## src/rxss_pkg.sv

```systemverilog
// rxss_pkg: constants, types and helpers of the receive slot status builder
// assumes: one system clock, apb register access at 32-bit words
package rxss_pkg;

   // ****************************************
   // register map (byte addresses)
   // ****************************************
   localparam logic [7:0] ADDR_CFG = 8'h00; // buffer channel config
   localparam logic [7:0] ADDR_DFO = 8'h04; // data field offset
   localparam logic [7:0] ADDR_STAT = 8'h08; // receive slot status word

   // ****************************************
   // config field positions
   // ****************************************
   localparam int CFG_LANE_A = 0; // use_first_lane
   localparam int CFG_LANE_B = 1; // use_second_lane
   localparam int CFG_ENABLE = 2; // buffer enabled
   localparam int CFG_STATIC = 3; // buffer lives in the static segment
   localparam int CFG_KIND_LO = 4; // buffer kind, two bits
   localparam int CFG_BITS = 6;

   // buffer kinds
   localparam logic [1:0] KIND_INDIV = 2'h0; // individual receive buffer
   localparam logic [1:0] KIND_FIFO_A = 2'h1; // channel a fifo entry
   localparam logic [1:0] KIND_FIFO_B = 2'h2; // channel b fifo entry

   // ****************************************
   // reset values
   // ****************************************
   localparam logic [5:0] CFG_RST = 6'h00;
   localparam logic [15:0] DFO_RST = 16'h0000;
   localparam logic [15:0] STAT_RST = 16'h0000;

   // slot phase as seen by the builder
   typedef enum logic {PH_IDLE, PH_SLOT} rxss_phase_e;

   // one channel's slot result, packed in status bit order
   typedef struct packed {
      logic valid;   // valid frame seen
      logic sync;    // sync frame indicator
      logic nul;     // null frame indicator
      logic startup; // startup frame indicator
      logic syntax;  // syntax error
      logic content; // content error
      logic bound;   // slot boundary violation
   } rxss_lane_s;

   localparam rxss_lane_s LANE_RST = 7'h00;

   // widen a narrow field into the low bits of an apb word
   function automatic logic [31:0] rxss_word(input logic [15:0] v);
      rxss_word = {16'h0000, v};
   endfunction

endpackage

```

## src/rxss_lane_if.sv

```systemverilog
// rxss_lane_if: one channel's slot result between collector and users
// assumes: driven by exactly one lane collector
`timescale 1ns/10ps
interface rxss_lane_if;
   import rxss_pkg::*;
   rxss_lane_s st; // accumulated slot result
   logic first_hit; // pulse: first valid frame of the slot arrives
   modport src(output st, output first_hit);
   modport dst(input st, input first_hit);
endinterface

```

## src/rxss_lane_collect.sv

```systemverilog
// rxss_lane_collect: gathers one channel's slot evaluation over a slot
// assumes: event inputs are one-cycle pulses from the protocol engine
`timescale 1ns/10ps
module rxss_lane_collect
   import rxss_pkg::*;
(
   // clock and reset
   input wire logic clk,
   input wire logic arst_n,
   // slot framing
   input wire logic slot_start,
   // protocol results
   input wire logic frame_ok,
   input wire logic hdr_sync,
   input wire logic hdr_null,
   input wire logic hdr_startup,
   input wire logic err_syntax,
   input wire logic err_content,
   input wire logic err_bound,
   // result
   rxss_lane_if.src lane
);
   rxss_lane_s st_r, st_nxt;
   logic first_w; // first valid frame in this slot

   // a frame counts as first if no valid frame is held, or the slot restarts
   assign first_w = frame_ok & (slot_start | ~st_r.valid);

   // slot start clears, but events of the same cycle still land
   always_comb begin
      st_nxt = slot_start ? LANE_RST : st_r;
      if (first_w) begin
         // header flags come from the first valid frame only
         st_nxt.valid = 1'b1;
         st_nxt.sync = hdr_sync;
         st_nxt.nul = hdr_null;
         st_nxt.startup = hdr_startup;
      end
      st_nxt.syntax = st_nxt.syntax | err_syntax;
      st_nxt.content = st_nxt.content | err_content;
      st_nxt.bound = st_nxt.bound | err_bound;
   end

   // state register
   always_ff @(posedge clk or negedge arst_n) begin
      if (!arst_n) begin
         st_r <= LANE_RST;
      end else begin
         st_r <= st_nxt;
      end
   end

   assign lane.st = st_r;
   assign lane.first_hit = first_w;
endmodule

```

## src/rxss_word_pack.sv

```systemverilog
// rxss_word_pack: lays the two channel results out into the status word
// assumes: layout selects are decoded by the caller
`timescale 1ns/10ps
module rxss_word_pack
   import rxss_pkg::*;
(
   // channel results
   rxss_lane_if.dst la,
   rxss_lane_if.dst lb,
   // layout selects
   input wire logic lay_a,
   input wire logic lay_b,
   input wire logic fvs_ok,
   input wire logic first_b,
   // packed word
   output logic [15:0] word
);
   logic [6:0] hi_w; // channel b field, bits 15..9
   logic [6:0] lo_w; // channel a field, bits 7..1
   logic fvs_w; // first_valid_side

   // bit order of the struct matches valid..boundary
   assign hi_w = lay_b ? lb.st : 7'h00;
   assign lo_w = lay_a ? la.st : 7'h00;
   // zero unless dual static buffer with channel b first
   assign fvs_w = fvs_ok & first_b & lb.st.valid;
   // b in the upper byte, a in the lower, bit 0 unused on receive
   assign word = {hi_w, fvs_w, lo_w, 1'b0};
endmodule

```

## src/rxss_slot_status.sv

```systemverilog
// rxss_slot_status: receive slot status builder with apb register access
// assumes: slot_start/slot_end pulses frame each subscribed slot, and
// the protocol engine drives per-channel result pulses inside the slot
//
// Summary of operation
// - status word is read-only for software
// - dual buffer: b upper, a lower, side bit
// - single-channel buffers and fifos use one layout
// - bit 15 is channel b valid frame
// - bit 14 is channel b sync indicator
// - bit 13 is channel b null indicator
// - bit 12 is channel b startup indicator
// - bit 11 is channel b syntax error
// - bit 10 is channel b content error
// - bit 9 is channel b boundary violation
// - bit 8 only for dual static buffers
// - bit 8 zero if a first or none
// - bit 7 is channel a valid frame
// - bit 6 is channel a sync indicator
// - bit 5 is channel a null indicator
// - bit 4 is channel a startup indicator
// - bit 3 is channel a syntax error
// - bit 2 is channel a content error
// - bit 1 is channel a boundary violation
//
// The APB register port and the register offsets were chosen for this implementation.
`timescale 1ns/10ps
module rxss_slot_status
   import rxss_pkg::*;
(
   // clock and reset
   input wire logic clk,
   input wire logic arst_n,
   // apb slave
   input wire logic psel,
   input wire logic penable,
   input wire logic pwrite,
   input wire logic [7:0] paddr,
   input wire logic [31:0] pwdata,
   output logic [31:0] prdata,
   output logic pready,
   output logic pslverr,
   // protocol state
   input wire logic protocol_setup_state,
   // slot framing
   input wire logic slot_start,
   input wire logic slot_end,
   // channel a results
   input wire logic frame_ok_a,
   input wire logic sync_flag_a,
   input wire logic null_flag_a,
   input wire logic startup_flag_a,
   input wire logic syntax_err_a,
   input wire logic content_err_a,
   input wire logic boundary_viol_a,
   // channel b results
   input wire logic frame_ok_b,
   input wire logic sync_flag_b,
   input wire logic null_flag_b,
   input wire logic startup_flag_b,
   input wire logic syntax_err_b,
   input wire logic content_err_b,
   input wire logic boundary_viol_b,
   // buffer header write
   output logic [15:0] status_word,
   output logic status_wr,
   output logic [15:0] data_offset
);

   // ****************************************
   // registers
   // ****************************************
   logic [5:0] cfg_r; // buffer_channel_config
   logic [15:0] dfo_r; // data field offset
   logic [15:0] stat_r; // receive_slot_status_word
   logic wr_r; // status word written this cycle
   logic first_b_r, first_b_nxt; // channel b delivered first
   logic [31:0] rdata_r; // read data latched in setup
   rxss_phase_e phase_r, phase_nxt;

   // ****************************************
   // channel collectors
   // ****************************************
   rxss_lane_if lane_a();
   rxss_lane_if lane_b();

   // channel a slot accumulation
   rxss_lane_collect u_col_a (
      .clk(clk),
      .arst_n(arst_n),
      .slot_start(slot_start),
      .frame_ok(frame_ok_a),
      .hdr_sync(sync_flag_a),
      .hdr_null(null_flag_a),
      .hdr_startup(startup_flag_a),
      .err_syntax(syntax_err_a),
      .err_content(content_err_a),
      .err_bound(boundary_viol_a),
      .lane(lane_a)
   );

   // channel b slot accumulation
   rxss_lane_collect u_col_b (
      .clk(clk),
      .arst_n(arst_n),
      .slot_start(slot_start),
      .frame_ok(frame_ok_b),
      .hdr_sync(sync_flag_b),
      .hdr_null(null_flag_b),
      .hdr_startup(startup_flag_b),
      .err_syntax(syntax_err_b),
      .err_content(content_err_b),
      .err_bound(boundary_viol_b),
      .lane(lane_b)
   );

   // ****************************************
   // layout decode
   // ****************************************
   logic use_first_lane; // channel a subscribed
   logic use_second_lane; // channel b subscribed
   logic buf_en; // buffer enabled
   logic [1:0] kind_w; // buffer kind
   logic indiv_w; // individual buffer
   logic dual_w; // individual, both channels
   logic fvs_ok_w; // side bit meaningful
   logic lay_a_w; // word carries channel a
   logic lay_b_w; // word carries channel b
   logic [15:0] word_w; // packed status word
   logic cap_w; // capture the word now

   assign use_first_lane = cfg_r[CFG_LANE_A];
   assign use_second_lane = cfg_r[CFG_LANE_B];
   assign buf_en = cfg_r[CFG_ENABLE];
   assign kind_w = cfg_r[CFG_KIND_LO+:2];
   assign indiv_w = (kind_w == KIND_INDIV);
   assign dual_w = indiv_w & use_first_lane & use_second_lane;
   // fifo entries follow their own channel's layout
   assign lay_a_w = (indiv_w & use_first_lane) | (kind_w == KIND_FIFO_A);
   assign lay_b_w = (indiv_w & use_second_lane) | (kind_w == KIND_FIFO_B);
   // side bit only for dual buffers in the static segment
   assign fvs_ok_w = dual_w & cfg_r[CFG_STATIC];

   // lays both channels into one word
   rxss_word_pack u_pack (
      .la(lane_a),
      .lb(lane_b),
      .lay_a(lay_a_w),
      .lay_b(lay_b_w),
      .fvs_ok(fvs_ok_w),
      .first_b(first_b_r),
      .word(word_w)
   );

   // ****************************************
   // slot sequencing
   // ****************************************
   // events in the slot_end cycle are not part of the captured word,
   // the engine is expected to deliver results before slot_end
   assign cap_w = (phase_r == PH_SLOT) & slot_end & buf_en & (lay_a_w | lay_b_w);

   // phase follows slot framing, start wins over end
   always_comb begin
      phase_nxt = phase_r;
      case (phase_r)
         PH_IDLE: begin
            if (slot_start) begin
               phase_nxt = PH_SLOT;
            end
         end
         PH_SLOT: begin
            if (slot_start) begin
               phase_nxt = PH_SLOT;
            end else if (slot_end) begin
               phase_nxt = PH_IDLE;
            end
         end
         default: begin
            phase_nxt = PH_IDLE;
         end
      endcase
   end

   // which channel delivered first; a tie goes to channel a
   always_comb begin
      first_b_nxt = slot_start ? 1'b0 : first_b_r;
      if (lane_b.first_hit & ~lane_a.first_hit & (slot_start | ~lane_a.st.valid)) begin
         first_b_nxt = 1'b1;
      end
      if (lane_a.first_hit & ~slot_start & first_b_r & ~lane_b.st.valid) begin
         first_b_nxt = 1'b0;
      end
   end

   // slot state registers
   always_ff @(posedge clk or negedge arst_n) begin
      if (!arst_n) begin
         phase_r <= PH_IDLE;
         first_b_r <= 1'b0;
      end else begin
         phase_r <= phase_nxt;
         first_b_r <= first_b_nxt;
      end
   end

   // status word written by hardware only
   always_ff @(posedge clk or negedge arst_n) begin
      if (!arst_n) begin
         stat_r <= STAT_RST;
         wr_r <= 1'b0;
      end else begin
         wr_r <= cap_w;
         if (cap_w) begin
            stat_r <= word_w;
         end
      end
   end

   // ****************************************
   // apb slave
   // ****************************************
   logic setup_w; // first cycle of a transfer
   logic access_w; // completing cycle
   logic hit_cfg, hit_dfo, hit_stat; // address decode
   logic dfo_open; // offset may be written now
   logic bad_w; // error answer
   logic [31:0] rmux_w; // read selection

   assign setup_w = psel & ~penable;
   assign access_w = psel & penable;
   assign hit_cfg = (paddr == ADDR_CFG);
   assign hit_dfo = (paddr == ADDR_DFO);
   assign hit_stat = (paddr == ADDR_STAT);
   // software must not move the offset of a live buffer
   assign dfo_open = protocol_setup_state | ~buf_en;
   // unmapped, write to status, or refused offset write
   assign bad_w = ~(hit_cfg | hit_dfo | hit_stat)
                | (pwrite & hit_stat)
                | (pwrite & hit_dfo & ~dfo_open);
   assign rmux_w = hit_cfg ? {26'h000_0000, cfg_r}
                 : hit_dfo ? rxss_word(dfo_r)
                 : hit_stat ? rxss_word(stat_r)
                 : 32'h0000_0000;

   // zero wait states; error answer comes with the access phase
   assign pready = 1'b1;
   assign pslverr = access_w & bad_w;

   // read data latched in setup so it leaves a flop
   always_ff @(posedge clk or negedge arst_n) begin
      if (!arst_n) begin
         rdata_r <= 32'h0000_0000;
      end else if (setup_w) begin
         rdata_r <= pwrite ? 32'h0000_0000 : rmux_w;
      end
   end

   // software registers, refused writes leave them untouched
   always_ff @(posedge clk or negedge arst_n) begin
      if (!arst_n) begin
         cfg_r <= CFG_RST;
         dfo_r <= DFO_RST;
      end else if (access_w & pwrite & ~bad_w) begin
         if (hit_cfg) begin
            cfg_r <= pwdata[CFG_BITS-1:0];
         end
         if (hit_dfo) begin
            dfo_r <= pwdata[15:0];
         end
      end
   end

   // ****************************************
   // outputs
   // ****************************************
   assign prdata = rdata_r;
   assign status_word = stat_r;
   assign status_wr = wr_r;
   assign data_offset = dfo_r;
endmodule

```

## config.mk

```make
export PLATFORM = sky130hd
export DESIGN_NAME = rxss_slot_status
export DESIGN_NICKNAME = d
export VERILOG_FILES = /design/src/rxss_pkg.sv /design/src/rxss_lane_if.sv /design/src/rxss_lane_collect.sv /design/src/rxss_word_pack.sv /design/src/rxss_slot_status.sv
export SDC_FILE = /design/constraint.sdc
export NUM_CORES = 1
export LEC_CHECK = 0
export ABC_CLOCK_PERIOD_IN_PS = 2200
export BUFFER_PORTS_ARGS = -buffer_cell sky130_fd_sc_hd__buf_2
export CAP_MARGIN = 20
export CORE_MARGIN = 10
export CORE_UTILIZATION = 30
export DETAILED_ROUTE_END_ITERATION = 7
export PLACE_DENSITY = 0.62
export SYNTH_ARGS = -nofsm -noshare
export SYNTH_HDL_FRONTEND = slang
export SYNTH_SLANG_ARGS = --single-unit
```

## constraint.sdc

```tcl
create_clock -name clk -period 2.2 [get_ports clk]
set_input_delay 0.22 -clock clk [delete_from_list [all_inputs] [get_ports clk]]
set_output_delay 0.22 -clock clk [all_outputs]
set_load 0.02 [all_outputs]
```

Yosys cells after proc, flatten, opt, wreduce, memory -nomap -nowiden
Index checks and enable logic that the tools add are counted.

operators by class
  equal/unequal tests = 4
  muxes and demuxes = 17
  bitwise gates (word level) = 50
  reduce and logical (&&, ||, !) cells = 7

operators with widths
  cell                                                                    number
  16-bit two-way mux                                                      4
  7-bit two-way mux                                                       4
  1-bit AND                                                               24
  1-bit OR                                                                16
  1-bit inverter                                                          10
  8-bit by 3-bit equality test with 1-bit output (second input constant)  1
  8-bit by 4-bit equality test with 1-bit output (second input constant)  1
  8-bit logical NOT                                                       1
  4-bit two-way mux                                                       2
  1-bit two-way mux                                                       6
  2-bit AND reduction                                                     2
  2-bit nonzero test                                                      2
  3-bit nonzero test                                                      1
  2-bit by 1-bit equality test with 1-bit output (second input constant)  1
  2-bit equality test (second input constant)                             1
  2-bit logical NOT                                                       1
  1-bit case mux with 2 select lines                                      1

word-level totals
  bits in registers = 86
  input bits = 62
  output and inout port bits = 67
  word-level logic and storage cells = 99

Logic depth before layout (Yosys ltp)
Gate-level depths: netlist of the first run.

  depth after elaboration = 9
  mapped depth = 6
  gate-level depth less buffers = 4

Hierarchy
Synthesis of the first run repeated with hierarchy kept, for this count alone.

second synthesis, totals
  cells, all modules = 286
  area total of the unflattened synthesis = 3414.5 sq um

by module, submodules not included
  module             instances  cells an instance  area an instance (sq um)
  rxss_slot_status   1          220                2716.4
  rxss_lane_collect  2          24                 292.8
  rxss_word_pack     1          18                 112.6

Worst setup path before layout of the first run
OpenSTA, ideal clock, no wires.

  path type = input -> register
  from = input paddr[1]
  to = register dfo_r[10] (netlist: data_offset[10])
  arrival = 1.663 ns
  required time = 2.075 ns
  path slack = 0.411 ns
  stages = 6
  path buffers = 2
  cell sequence = nor4_2 -> nand2_1 -> or4_4 -> buf_6 -> buf_12 -> mux2_4

between the ends
  cells in the longest elaborated chain, start to end = 9
  elaborated cells on any way between the ends = 14
  classes of those cells = 2 x eq/ne; 10 x bitwise; 2 x reduce/logical

RTL lines
  what                                                                                 RTL line                                          text
  from (decl)                                                                          rxss_slot_status.sv:38                            input wire logic [7:0] paddr,
  8-bit by 3-bit equality test with 1-bit output or 8-bit logical NOT (tied branches)  rxss_slot_status.sv:232, rxss_slot_status.sv:231
  1-bit OR (2 in series)                                                               rxss_slot_status.sv:237                           assign bad_w = ~(hit_cfg | hit_dfo | hit_stat)
  1-bit inverter                                                                       rxss_slot_status.sv:237
  1-bit OR                                                                             rxss_slot_status.sv:238                           | (pwrite & hit_stat)
  1-bit OR                                                                             rxss_slot_status.sv:239                           | (pwrite & hit_dfo & ~dfo_open);
  1-bit inverter                                                                       rxss_slot_status.sv:263                           end else if (access_w & pwrite & ~bad_w) begin
  1-bit AND                                                                            rxss_slot_status.sv:263
  2-bit AND reduction (no source line) *                                               n/a
  to (signal assigned)                                                                 rxss_slot_status.sv:268                           dfo_r <= pwdata[15:0];
  to (decl)                                                                            rxss_slot_status.sv:74                            logic [15:0] dfo_r;

Mark *: on every way between the ends. The rest lies on a longest branch, timed or not.
A chain may end at the register's enable or synchronous reset.

Worst setup path after layout of the first run
  from = register cfg_r[2]
  to = register dfo_r[6] (netlist: data_offset[6])

between the ends
  cells in the longest elaborated chain, start to end = 8

RTL lines
  what                                  RTL line                 text
  from (decl)                           rxss_slot_status.sv:73   logic [5:0] cfg_r;
  from (signal assigned)                rxss_slot_status.sv:265  cfg_r <= pwdata[CFG_BITS-1:0];
  1-bit inverter                        rxss_slot_status.sv:235  assign dfo_open = protocol_setup_state | ~buf_en;
  1-bit OR                              rxss_slot_status.sv:235
  1-bit inverter                        rxss_slot_status.sv:239
  1-bit AND                             rxss_slot_status.sv:239
  1-bit OR                              rxss_slot_status.sv:239
  1-bit inverter                        rxss_slot_status.sv:263
  1-bit AND                             rxss_slot_status.sv:263
  2-bit AND reduction (no source line)  n/a

Every way passes these cells.

==> metrics.cfg, run 1 <==
[run_status]
status = finished, final reports clean

[synth]
ys_types = 34
yosys.area_share.xor_xnor_pct = 0
ys_seq_area_share_pct = 56.7
synthMuxAreaShare_pct = 11.6
ys_ff_latch = 70
yosys.area_share.adder_pct = 0
ys_warn_count = 0
synth_flop_cell = dfrtp_1
synth_top_area_cell = dfrtp_1
postSynthAreaPerCell_sq_um = 12.1
synth_edf_count = 0
synth_compound_area_share_pct = 15.2
synth_area_leaders = dfrtp_1 (57%), a22o_1 (6.0%), mux2_4 (4.9%)
synth_cells = 255
async_flop_share_pct = 100
synth_area_sq_mm = 0.00309
synthDominantCellAreaShare_pct = 56.7
synthSimpleGateAreaFrac_pct = 8.76
synth_top_family_by_area = compound AO/OA/AOI/OAI gates

[final_layout]
final_common_cell = buf_2
finish.utilization_pct = 39.0
fill_cells = 997
instances_no_fill = 493
most-common-layout-cells = buf_2 (94), dfrtp_1 (70), a22o_1 (21)
area_delta_synth_final_pct = 25.1
drive_gt1_share_pct = 40.0
num_antenna_cells = 0
nets = 417

[die]
die-height_microns = 121
rows = 36
die_w_microns = 121
die-area_sq_mm = 0.0147
start_util_pct = 31.1
ios = 129
coreArea_sq_mm = 0.00991

[sta]
finalWorstSetupSlack_ps = 461
fin_worst_skew_ps = 10.7
fin_crit_sh_pct = 79.1
relSlewSlack_pct = 57.0
finalHoldViolations = 0
period_minus_slack_ps = 1740
report.final.setup_viol = 0
max_freq_mhz = 575
worstMarginPinSlew_ps = 643
rsz0062_at_grt = no
tns_ps = 0
finalMaxSlewViolations = 0

[cts]
cts_buffer_depth = 2
cts_root_buffer = clkbuf_8
cts_tree = built
cts_inserted_buffers = 9
post_cts_resized = 0
postCtsSetupBuffers = 0
clock-sinks = 70
clkLatencyLatePin_ps = 350
clk_pin_slew_worst_paths_ps = 80
cts.htree.levels = 3

[critical_path]
crit_type = reg2reg
crit_required_ps = 2420
r2r_cells = 5
cp-end-kind = flip-flop
arrival_ps = 1960
path_max_fanout = 16
critPathLaunchType = flip-flop
rrSetupSlack_ps = 460

[min_path]
min_path_cells = 2
hold_path_class = in2reg

[global_route]
grt_pass1_wl_microns = 13100
grt_max_degree = 33
grt_pass1_vias = 2396
grt_use_met2_pct = 17.4
use_met3_pct = 5.40
busiest_layer = met2
use_met1_pct = 13.9
overflow = 0
track_usage_pct = 11.4
antenna_found_initial = 0

[placed_design]
dp_hpwl_microns = 6680
gp_congestion = 0.806
place_ws_ps = 196
place_inst = 475
portBuffers = 94

[drt]
vias = 2277
first_pass_iters = 4
antenna_left = 0
routed_wl_microns = 8440
drc = 0
wire_per_inst_microns = 17.1
viasPerCell = 4.62
first_iter_violations = 136

[power_and_ir_drop]
pwr-share-comb_pct = 7.6
power.density_mw_per_mm2 = 677
pwr-share-seq_pct = 51.2
power_leakage_uw = 0.00206
p_switching_uw = 661
peakVddDrop_mv = 0.328
finalPower_uw = 2610
intPower_uw = 1950
swShare_pct = 25.3
clock_power_share_pct = 41.2

[flow_run]
drv_cap = 0

-- flip-flops by register name, summed over array words and instances, names as in the netlist --
register / cells
status_wr: 1
first_b_r: 1
data_offset: 16
phase_r: 1
u_col_a.lane.st: 7
u_col_b.lane.st: 7
status_word: 15
cfg_r: 6
prdata: 16
-- power by group through the flow --
stage / Combinational [uW] / Sequential [uW] / Clock (uW)
detailed placement: 200 / 1360 / 0
global placement: 196 / 1360 / 0
CTS: 202 / 1340 / 1120
finish: 199 / 1340 / 1080
global route: 223 / 1340 / 1160
floorplan: 120 / 1360 / 0
-- per-stage QoR --
stage,area (sq um),hold WS [ps]
3_5_place_dp,3640,238
3_3_place_gp,3640,225
2_1_floorplan,3150,-75.6
4_1_cts,3850,13.2
6_report,3860,41.5
5_1_grt,3860,26.3
-- worst max-delay path, cell delays in order, from the launching register on --
cell	delay, ps
dfrtp_1	390
buf_4	150
nand2b_1	60
nand3_1	70
or4_4	600
mux2_4	350
-- synthesized netlist by cell type (2+ instances only) --
cell	n
dfrtp_1	70
a22o_1	21
nand2_1	19
buf_4	18
mux2_2	13
a22oi_1	10
clkbuf_1	10
mux2_4	10
nor2_1	10
o31ai_1	10
o21ai_0	8
a21oi_1	7
a21o_1	6
inv_1	6
mux2i_1	6
nand2b_1	5
nand3_1	3
nor2b_1	3
and2_1	2
conb_1	2
nor3_1	2
or3_1	2
-- what timing repair did --
action | 4_1_cts | 5_1_grt
hold buffers | 1 | 0
endpoints found under the hold margin | 21 | 0
setup endpoints to repair | 0 | 0
-- logic make-up after synthesis --
family,Yosys count
AOI/OAI and AO/OA,64
buffers and inverters,37
DFF,70
muxes,29
other,2
and+or+nand+nor,53
-- area by class of cell --
class | instances | area, sq um | share of cell area, %
well taps | 133 | 166 | 4.31
clock buffers | 10 | 138 | 3.57
flip-flops and latches | 70 | 1750 | 45.4
multi-input cells | 164 | 1160 | 30.2
clock inverters | 6 | 68.8 | 1.78
repair buffers | 104 | 548 | 14.2
inverters | 6 | 22.5 | 0.583
-- final timing paths --
check,start,to
min reg2reg,prdata[10]$_DFFE_PN0P_,prdata[10]$_DFFE_PN0P_
min,boundary_viol_a,u_col_a.lane.st[0]$_DFF_PN0_
max,cfg_r[2]$_DFFE_PN0P_,data_offset[6]$_DFFE_PN0P_
max in group asynchronous,arst_n,prdata[2]$_DFFE_PN0P_
max reg2reg,cfg_r[2]$_DFFE_PN0P_,data_offset[6]$_DFFE_PN0P_
min in group asynchronous,arst_n,u_col_b.lane.st[5]$_DFFE_PN0P_
-- routing by layer --
metal / share of wire, % / routed length, microns
met5: 0 / 0
met4: 1.2 / 102
met3: 12 / 971
met2: 44 / 3680
met1: 44 / 3680
Power figures use the tool's default switching activity.
==> run 2: changes to the inputs <==
- ABC_AREA: unset -> 1
- ABC_CLOCK_PERIOD_IN_PS: 2200 -> 1700
- PLACE_DENSITY: 0.62 -> 0.61
- clock period: 2.2 -> 1.7 ns (I/O delays scaled with it)
==> metrics.cfg, run 2 <==
[sta]
fin_worst_skew_ps = 4.48  ; was 10.7 ps
tns_ps = 0  ; unchanged
max_freq_mhz = 635
relSlewSlack_pct = 60.0  ; was 57.0%
worstMarginPinSlew_ps = 600  ; was 643 ps
report.final.setup_viol = 0  ; unchanged
finalMaxSlewViolations = 0  ; unchanged
finalHoldViolations = 0  ; unchanged
fin_crit_sh_pct = 92.6
period_minus_slack_ps = 1570
rsz0062_at_grt = no  ; unchanged

[critical_path]
arrival_ps = 1400  ; was 1960 ps
r2r-start = cfg_r[2]$_DFFE_PN0P_  ; unchanged
max_stage_delay_ps = 320  ; was 600 ps
crit_required_ps = 1530  ; was 2420 ps
critPathLaunchType = flip-flop  ; unchanged
r2r_cells = 7  ; was 5
startpoint = cfg_r[2]$_DFFE_PN0P_  ; unchanged
critPathSlowestCell = dfrtp_1  ; was or4_4
crit_type = reg2out  ; was reg2reg
crit_chain = inv_1, nor2_2, nand3_4, a21oi_1, buf_2  ; was buf_4, nand2b_1, nand3_1, or4_4, mux2_4
path_max_fanout = 4  ; was 16
rrSetupSlack_ps = 400  ; was 460 ps
cp-end-kind = output port  ; was flip-flop
timing.rr.end = data_offset[4]$_DFFE_PN0P_  ; was data_offset[6]$_DFFE_PN0P_

[drt]
drc = 0  ; unchanged
routed_wl_microns = 9350  ; was 8440 microns
first_iter_violations = 104  ; was 136
first_pass_iters = 4  ; unchanged
antenna_left = 0  ; unchanged
viasPerCell = 4.49  ; was 4.62
vias = 2699  ; was 2277
wire_per_inst_microns = 15.6  ; was 17.1 microns

[power_and_ir_drop]
power_leakage_uw = 0.00228  ; was 0.00206 uW
peakVddDrop_mv = 0.306  ; was 0.328 mV
power.density_mw_per_mm2 = 873  ; was 677 mW/mm^2

[die]
die-area_sq_mm = 0.0158  ; was 0.0147 sq mm
rows = 38  ; was 36
die-height_microns = 126  ; was 121 microns
ios = 129  ; unchanged
start_util_pct = 30.8  ; was 31.1%
coreArea_sq_mm = 0.0109  ; was 0.00991 sq mm
die_w_microns = 126  ; was 121 microns

[cts]
cts.htree.levels = 3  ; unchanged
clk_pin_slew_worst_paths_ps = 70  ; was 80 ps
clock-sinks = 70  ; unchanged
postCtsSetupBuffers = 0  ; unchanged
cts_inserted_buffers = 9  ; unchanged
cts_root_buffer = clkbuf_8  ; unchanged
cts_buffer_depth = 2  ; unchanged
cts_tree = built  ; unchanged
clkLatencyLatePin_ps = 330  ; was 350 ps

[min_path]
min_path_cells = 2  ; unchanged
hp-start = content_err_a  ; was boundary_viol_a
hold_path_class = in2reg  ; unchanged
min_to = u_col_a.lane.st[1]$_DFF_PN0_  ; was u_col_a.lane.st[0]$_DFF_PN0_

[synth]
ys_warn_count = 0  ; unchanged
synth_area_sq_mm = 0.00335  ; was 0.00309 sq mm
synth_area_leaders = dfrtp_1 (52%), nand2_1 (8.3%), inv_1 (4.8%)  ; was dfrtp_1 (57%), a22o_1 (6.0%), mux2_4 (4.9%)
synth_top_area_cell = dfrtp_1  ; unchanged
post-synth-top-count-cell = nand2_1  ; was dfrtp_1
synth_flop_cell = dfrtp_1  ; unchanged
ys_top_cells_by_count = nand2_1 (74), dfrtp_1 (70), inv_1 (43), o21ai_0 (24), buf_4 (21)  ; was dfrtp_1 (70), a22o_1 (21), nand2_1 (19), buf_4 (18), mux2_2 (13)
ys_seq_area_share_pct = 52.3  ; was 56.7%
ys_types = 33  ; was 34
synth_cells = 352  ; was 255
synth_edf_count = 0  ; unchanged
postSynthAreaPerCell_sq_um = 9.52  ; was 12.1 sq um
ys_ff_latch = 70  ; unchanged
async_flop_share_pct = 100  ; unchanged
synthDominantCellAreaShare_pct = 52.3  ; was 56.7%

[final_layout]
area_delta_synth_final_pct = 22.7  ; was 25.1%
num_antenna_cells = 0  ; unchanged
final_common_cell = buf_2  ; unchanged
most-common-layout-cells = buf_2 (94), nand2_1 (74), dfrtp_1 (70)  ; was buf_2 (94), dfrtp_1 (70), a22o_1 (21)
finish.utilization_pct = 37.8  ; was 39.0%
drive_gt1_share_pct = 33.4  ; was 40.0%
nets = 518  ; was 417
fill_cells = 1116  ; was 997

[global_route]
grt_pass1_wl_microns = 15200  ; was 13100 microns
grt_max_degree = 71  ; was 33
track_usage_pct = 11.8  ; was 11.4%
grt_pass1_vias = 2853  ; was 2396
overflow = 0  ; unchanged
antenna_found_initial = 0  ; unchanged

[placed_design]
dp_hpwl_microns = 7250  ; was 6680 microns
portBuffers = 94  ; unchanged
gp_congestion = 0.790  ; was 0.806

[flow_run]
drv_cap = 0  ; unchanged

[run_status]
status = finished, final reports clean  ; unchanged

[run 2: critical path: cells and delay by family (launching register included)]
kind	cells	cell delay, ps
flops	1	320
buf+inv	2	300
simple gates	2	260
compound gates	1	200
[run 2: where the power goes]
group	internal, uW	total, uW	switching [uW]
clock network	572	1150	579
registers	1780	1840	54.0
logic	183	600	417
total	2540	3590	1050
[run 2: cell families (layout without fill, tap and decap cells)]
logic type	Yosys count	in the layout	share of synthesized area, %
other cells	2	18	0.224
simple gates	130	130	21.1
flops	70	70	52.3
buf+inv	74	167	11.8
compound gates	76	76	14.6
[run 2: through the flow]
step,instances,instance area [sq um],setup slack [ps],hold WS [ps],total power (uW)
2_1_floorplan,368,3410,448,-126,2220
3_3_place_gp,584,3940,296,220,2470
3_5_place_dp,584,3940,245,226,2480
4_1_cts,601,4110,63.6,8.97,3660
5_1_grt,601,4110,27.7,18.0,3800
6_report,601,4110,125,30.3,3590
[run 2: routing by layer]
layer | share of wire, % | GRT usage (%) | up-vias
li1 | - | - | 1324
met1 | 44 | 14.6 | 1286
met2 | 47 | 18.2 | 77
met3 | 7.6 | 4.40 | 12
met4 | 1.4 | 4.47 | 0
met5 | 0 | 0 | -
[run 2: what timing repair did]
item                                    in CTS  in global routing
endpoints found under the setup margin       0                  1
resized for setup                            0                  1
hold endpoints to repair                    70                  0
hold buffers                                 1                  0
[run 2: final cells by class]
class	count	area, sq um	area share [%]
Sequential cell	70	1750	42.6
Clock buffer	15	156	3.80
Inverter	46	178	4.32
Multi-Input combinational cell	224	1270	30.8
Timing Repair Buffer	105	581	14.1
Tap cell	140	175	4.26
Clock inverter	1	5.00	0.122
[run 2: how the worst max path moves through the flow]
stage,endpoint,slack (ps),cells past startpoint
2_1_floorplan,pslverr,450,5
3_3_place_gp,prdata[14]$_DFFE_PN0P_,300,7
3_5_place_dp,prdata[14]$_DFFE_PN0P_,240,7
4_1_cts,pslverr,60,5
5_1_grt,pslverr,30,5
6_report,pslverr,130,5
==> run 3: changes to the inputs <==
--- a/config.mk
+++ b/config.mk
@@ -8,3 +8,3 @@
 export ABC_AREA = 1
-export ABC_CLOCK_PERIOD_IN_PS = 1700
+export ABC_CLOCK_PERIOD_IN_PS = 1600
 export BUFFER_PORTS_ARGS = -buffer_cell sky130_fd_sc_hd__buf_2
@@ -14,2 +14,3 @@
 export DETAILED_ROUTE_END_ITERATION = 7
+export GPL_TIMING_DRIVEN = 0
 export PLACE_DENSITY = 0.61
==> constraint.sdc (replaced) <==
create_clock -name clk -period 1.6 [get_ports clk]
set_input_delay 0.16 -clock clk [delete_from_list [all_inputs] [get_ports clk]]
set_output_delay 0.16 -clock clk [all_outputs]
set_load 0.01 [all_outputs]
==> metrics.cfg, run 3 (synthesis results as in run 2) <==
[run_status]
status = finished, final reports clean  ; unchanged

[drt]
drc = 0  ; unchanged
wire_per_inst_microns = 15.4  ; was 15.6 microns
first_iter_violations = 181  ; was 104
antenna_left = 0  ; unchanged
vias = 2751  ; was 2699
first_pass_iters = 4  ; unchanged
viasPerCell = 4.42  ; was 4.49
routed_wl_microns = 9590  ; was 9350 microns

[cts]
cts.htree.levels = 3  ; unchanged
cts_buffer_depth = 2  ; unchanged
cts_root_buffer = clkbuf_8  ; unchanged
cts_tree = built  ; unchanged
clock-sinks = 70  ; unchanged
cts_inserted_buffers = 9  ; unchanged
clkLatencyLatePin_ps = 340  ; was 330 ps
clk_pin_slew_worst_paths_ps = 70  ; about the same

[final_layout]
nets = 539  ; was 518
final_common_cell = buf_2  ; unchanged
final_area_sq_mm = 0.00437  ; was 0.00411 sq mm
instances_no_fill = 622  ; was 601
num_antenna_cells = 0  ; unchanged
area_delta_synth_final_pct = 30.3  ; was 22.7%
drive_gt1_share_pct = 36.5  ; was 33.4%
most-common-layout-cells = buf_2 (96), nand2_1 (74), dfrtp_1 (70)  ; was buf_2 (94), nand2_1 (74), dfrtp_1 (70)

[die]
die_w_microns = 126  ; unchanged
die-area_sq_mm = 0.0158  ; unchanged
die-height_microns = 126  ; unchanged
rows = 38  ; unchanged
coreArea_sq_mm = 0.0109  ; unchanged
start_util_pct = 30.8  ; unchanged
ios = 129  ; unchanged

[placed_design]
dpl-instance-area_sq_mm = 0.00406  ; was 0.00394 sq mm
portBuffers = 94  ; unchanged
place_ws_ps = 71.7  ; was 245 ps
place_inst = 602  ; was 584
gp_congestion = 0.793  ; was 0.790
dp_hpwl_microns = 7490  ; was 7250 microns

[sta]
rsz0062_at_grt = yes  ; was no
fin_crit_sh_pct = 94.2
worstMarginPinSlew_ps = 900  ; was 600 ps
finalMaxSlewViolations = 0  ; unchanged
relSlewSlack_pct = 40.0  ; was 60.0%
report.final.setup_viol = 0  ; unchanged
fin_worst_skew_ps = 9.76  ; was 4.48 ps
finalWorstSetupSlack_ps = 93.0  ; was 125 ps
finalHoldViolations = 0  ; unchanged
tns_ps = 0  ; unchanged
max_freq_mhz = 664
period_minus_slack_ps = 1510

[critical_path]
crit_required_ps = 1440  ; was 1530 ps
critPathLaunchType = flip-flop  ; unchanged
startpoint = cfg_r[2]$_DFFE_PN0P_  ; unchanged
r2r-start = cfg_r[2]$_DFFE_PN0P_  ; unchanged
arrival_ps = 1350  ; was 1400 ps
crit_type = reg2out  ; unchanged
cp-end-kind = output port  ; unchanged
path_max_fanout = 4  ; unchanged

[power_and_ir_drop]
finalPower_uw = 4260  ; was 3590 uW
power.density_mw_per_mm2 = 975  ; was 873 mW/mm^2
peakVddDrop_mv = 0.471  ; was 0.306 mV
power_leakage_uw = 0.00242  ; was 0.00228 uW

[global_route]
grt_max_degree = 71  ; unchanged
track_usage_pct = 11.7  ; was 11.8%
grt_pass1_wl_microns = 15000  ; was 15200 microns
antenna_found_initial = 0  ; unchanged
grt_pass1_vias = 2803  ; was 2853
overflow = 0  ; unchanged

[min_path]
hp-start = content_err_a  ; unchanged
hold_path_class = in2reg  ; unchanged

[flow_run]
drv_cap = 0  ; unchanged

## run 3: cell type report
class / instances / area [sq um]
clock buffer: 11 / 131
clock inverter: 5 / 106
timing repair buffer: 98 / 513
sequential: 70 / 1750
buffer: 28 / 219
tap: 140 / 175
inverter: 46 / 178
multi-input combinational: 224 / 1290
fill: 1093 / 6520
## run 3: timing repair
| action | 4_1_cts | 5_1_grt |
|---|---|---|
| setup buffers | 0 | 0 |
| endpoints found under the hold margin | 73 | 0 |
| hold buffers | 4 | 0 |
| setup endpoints to repair | 0 | 10 |
| resized for setup | 0 | 6 |
## run 3: power by group
part | switching [uW] | internal [uW] | leakage, uW
registers | 56.5 | 1890 | 0.000850
clock network | 675 | 1040 | 0.000114
logic | 366 | 222 | 0.00146
total | 1100 | 3160 | 0.00242
## run 3: through the flow
step	util [%]	hold slack, ps
after floorplan	-	-136
after global placement	37.3	357
after detailed placement	37.3	348
after CTS	39.8	3.45
after global routing	40.1	2.10
final	40.1	18.5
## run 3: routing by layer
metal / global-route usage, % / vias to the layer above / wire [microns]
li1: - / 1367 / -
met1: 14.3 / 1302 / 4230
met2: 18.2 / 77 / 4540
met3: 5.37 / 5 / 772
met4: 2.85 / 0 / 44
met5: 0 / - / 0
## run 3: worst paths after layout
| path | cells past startpoint | slack, ps | endpoint |
|---|---|---|---|
| max | 5 | 90 | pslverr |
| min | 2 | 20 | u_col_a.lane.st[1]$_DFF_PN0_ |
| max reg2reg | 6 | 190 | status_word[6]$_DFFE_PN0P_ |
| min reg2reg | 2 | 480 | prdata[4]$_DFFE_PN0P_ |
| max in group asynchronous | 2 | 520 | data_offset[15]$_DFFE_PN0P_ |
| min in group asynchronous | 2 | 490 | status_word[3]$_DFFE_PN0P_ |
## run 3: worst max-delay path, stage by stage, from the launching register on
cell and delay (ps):
dfrtp_1 330, inv_1 100, nor2_2 140, nand3_4 120
a21oi_2 160, buf_2 150
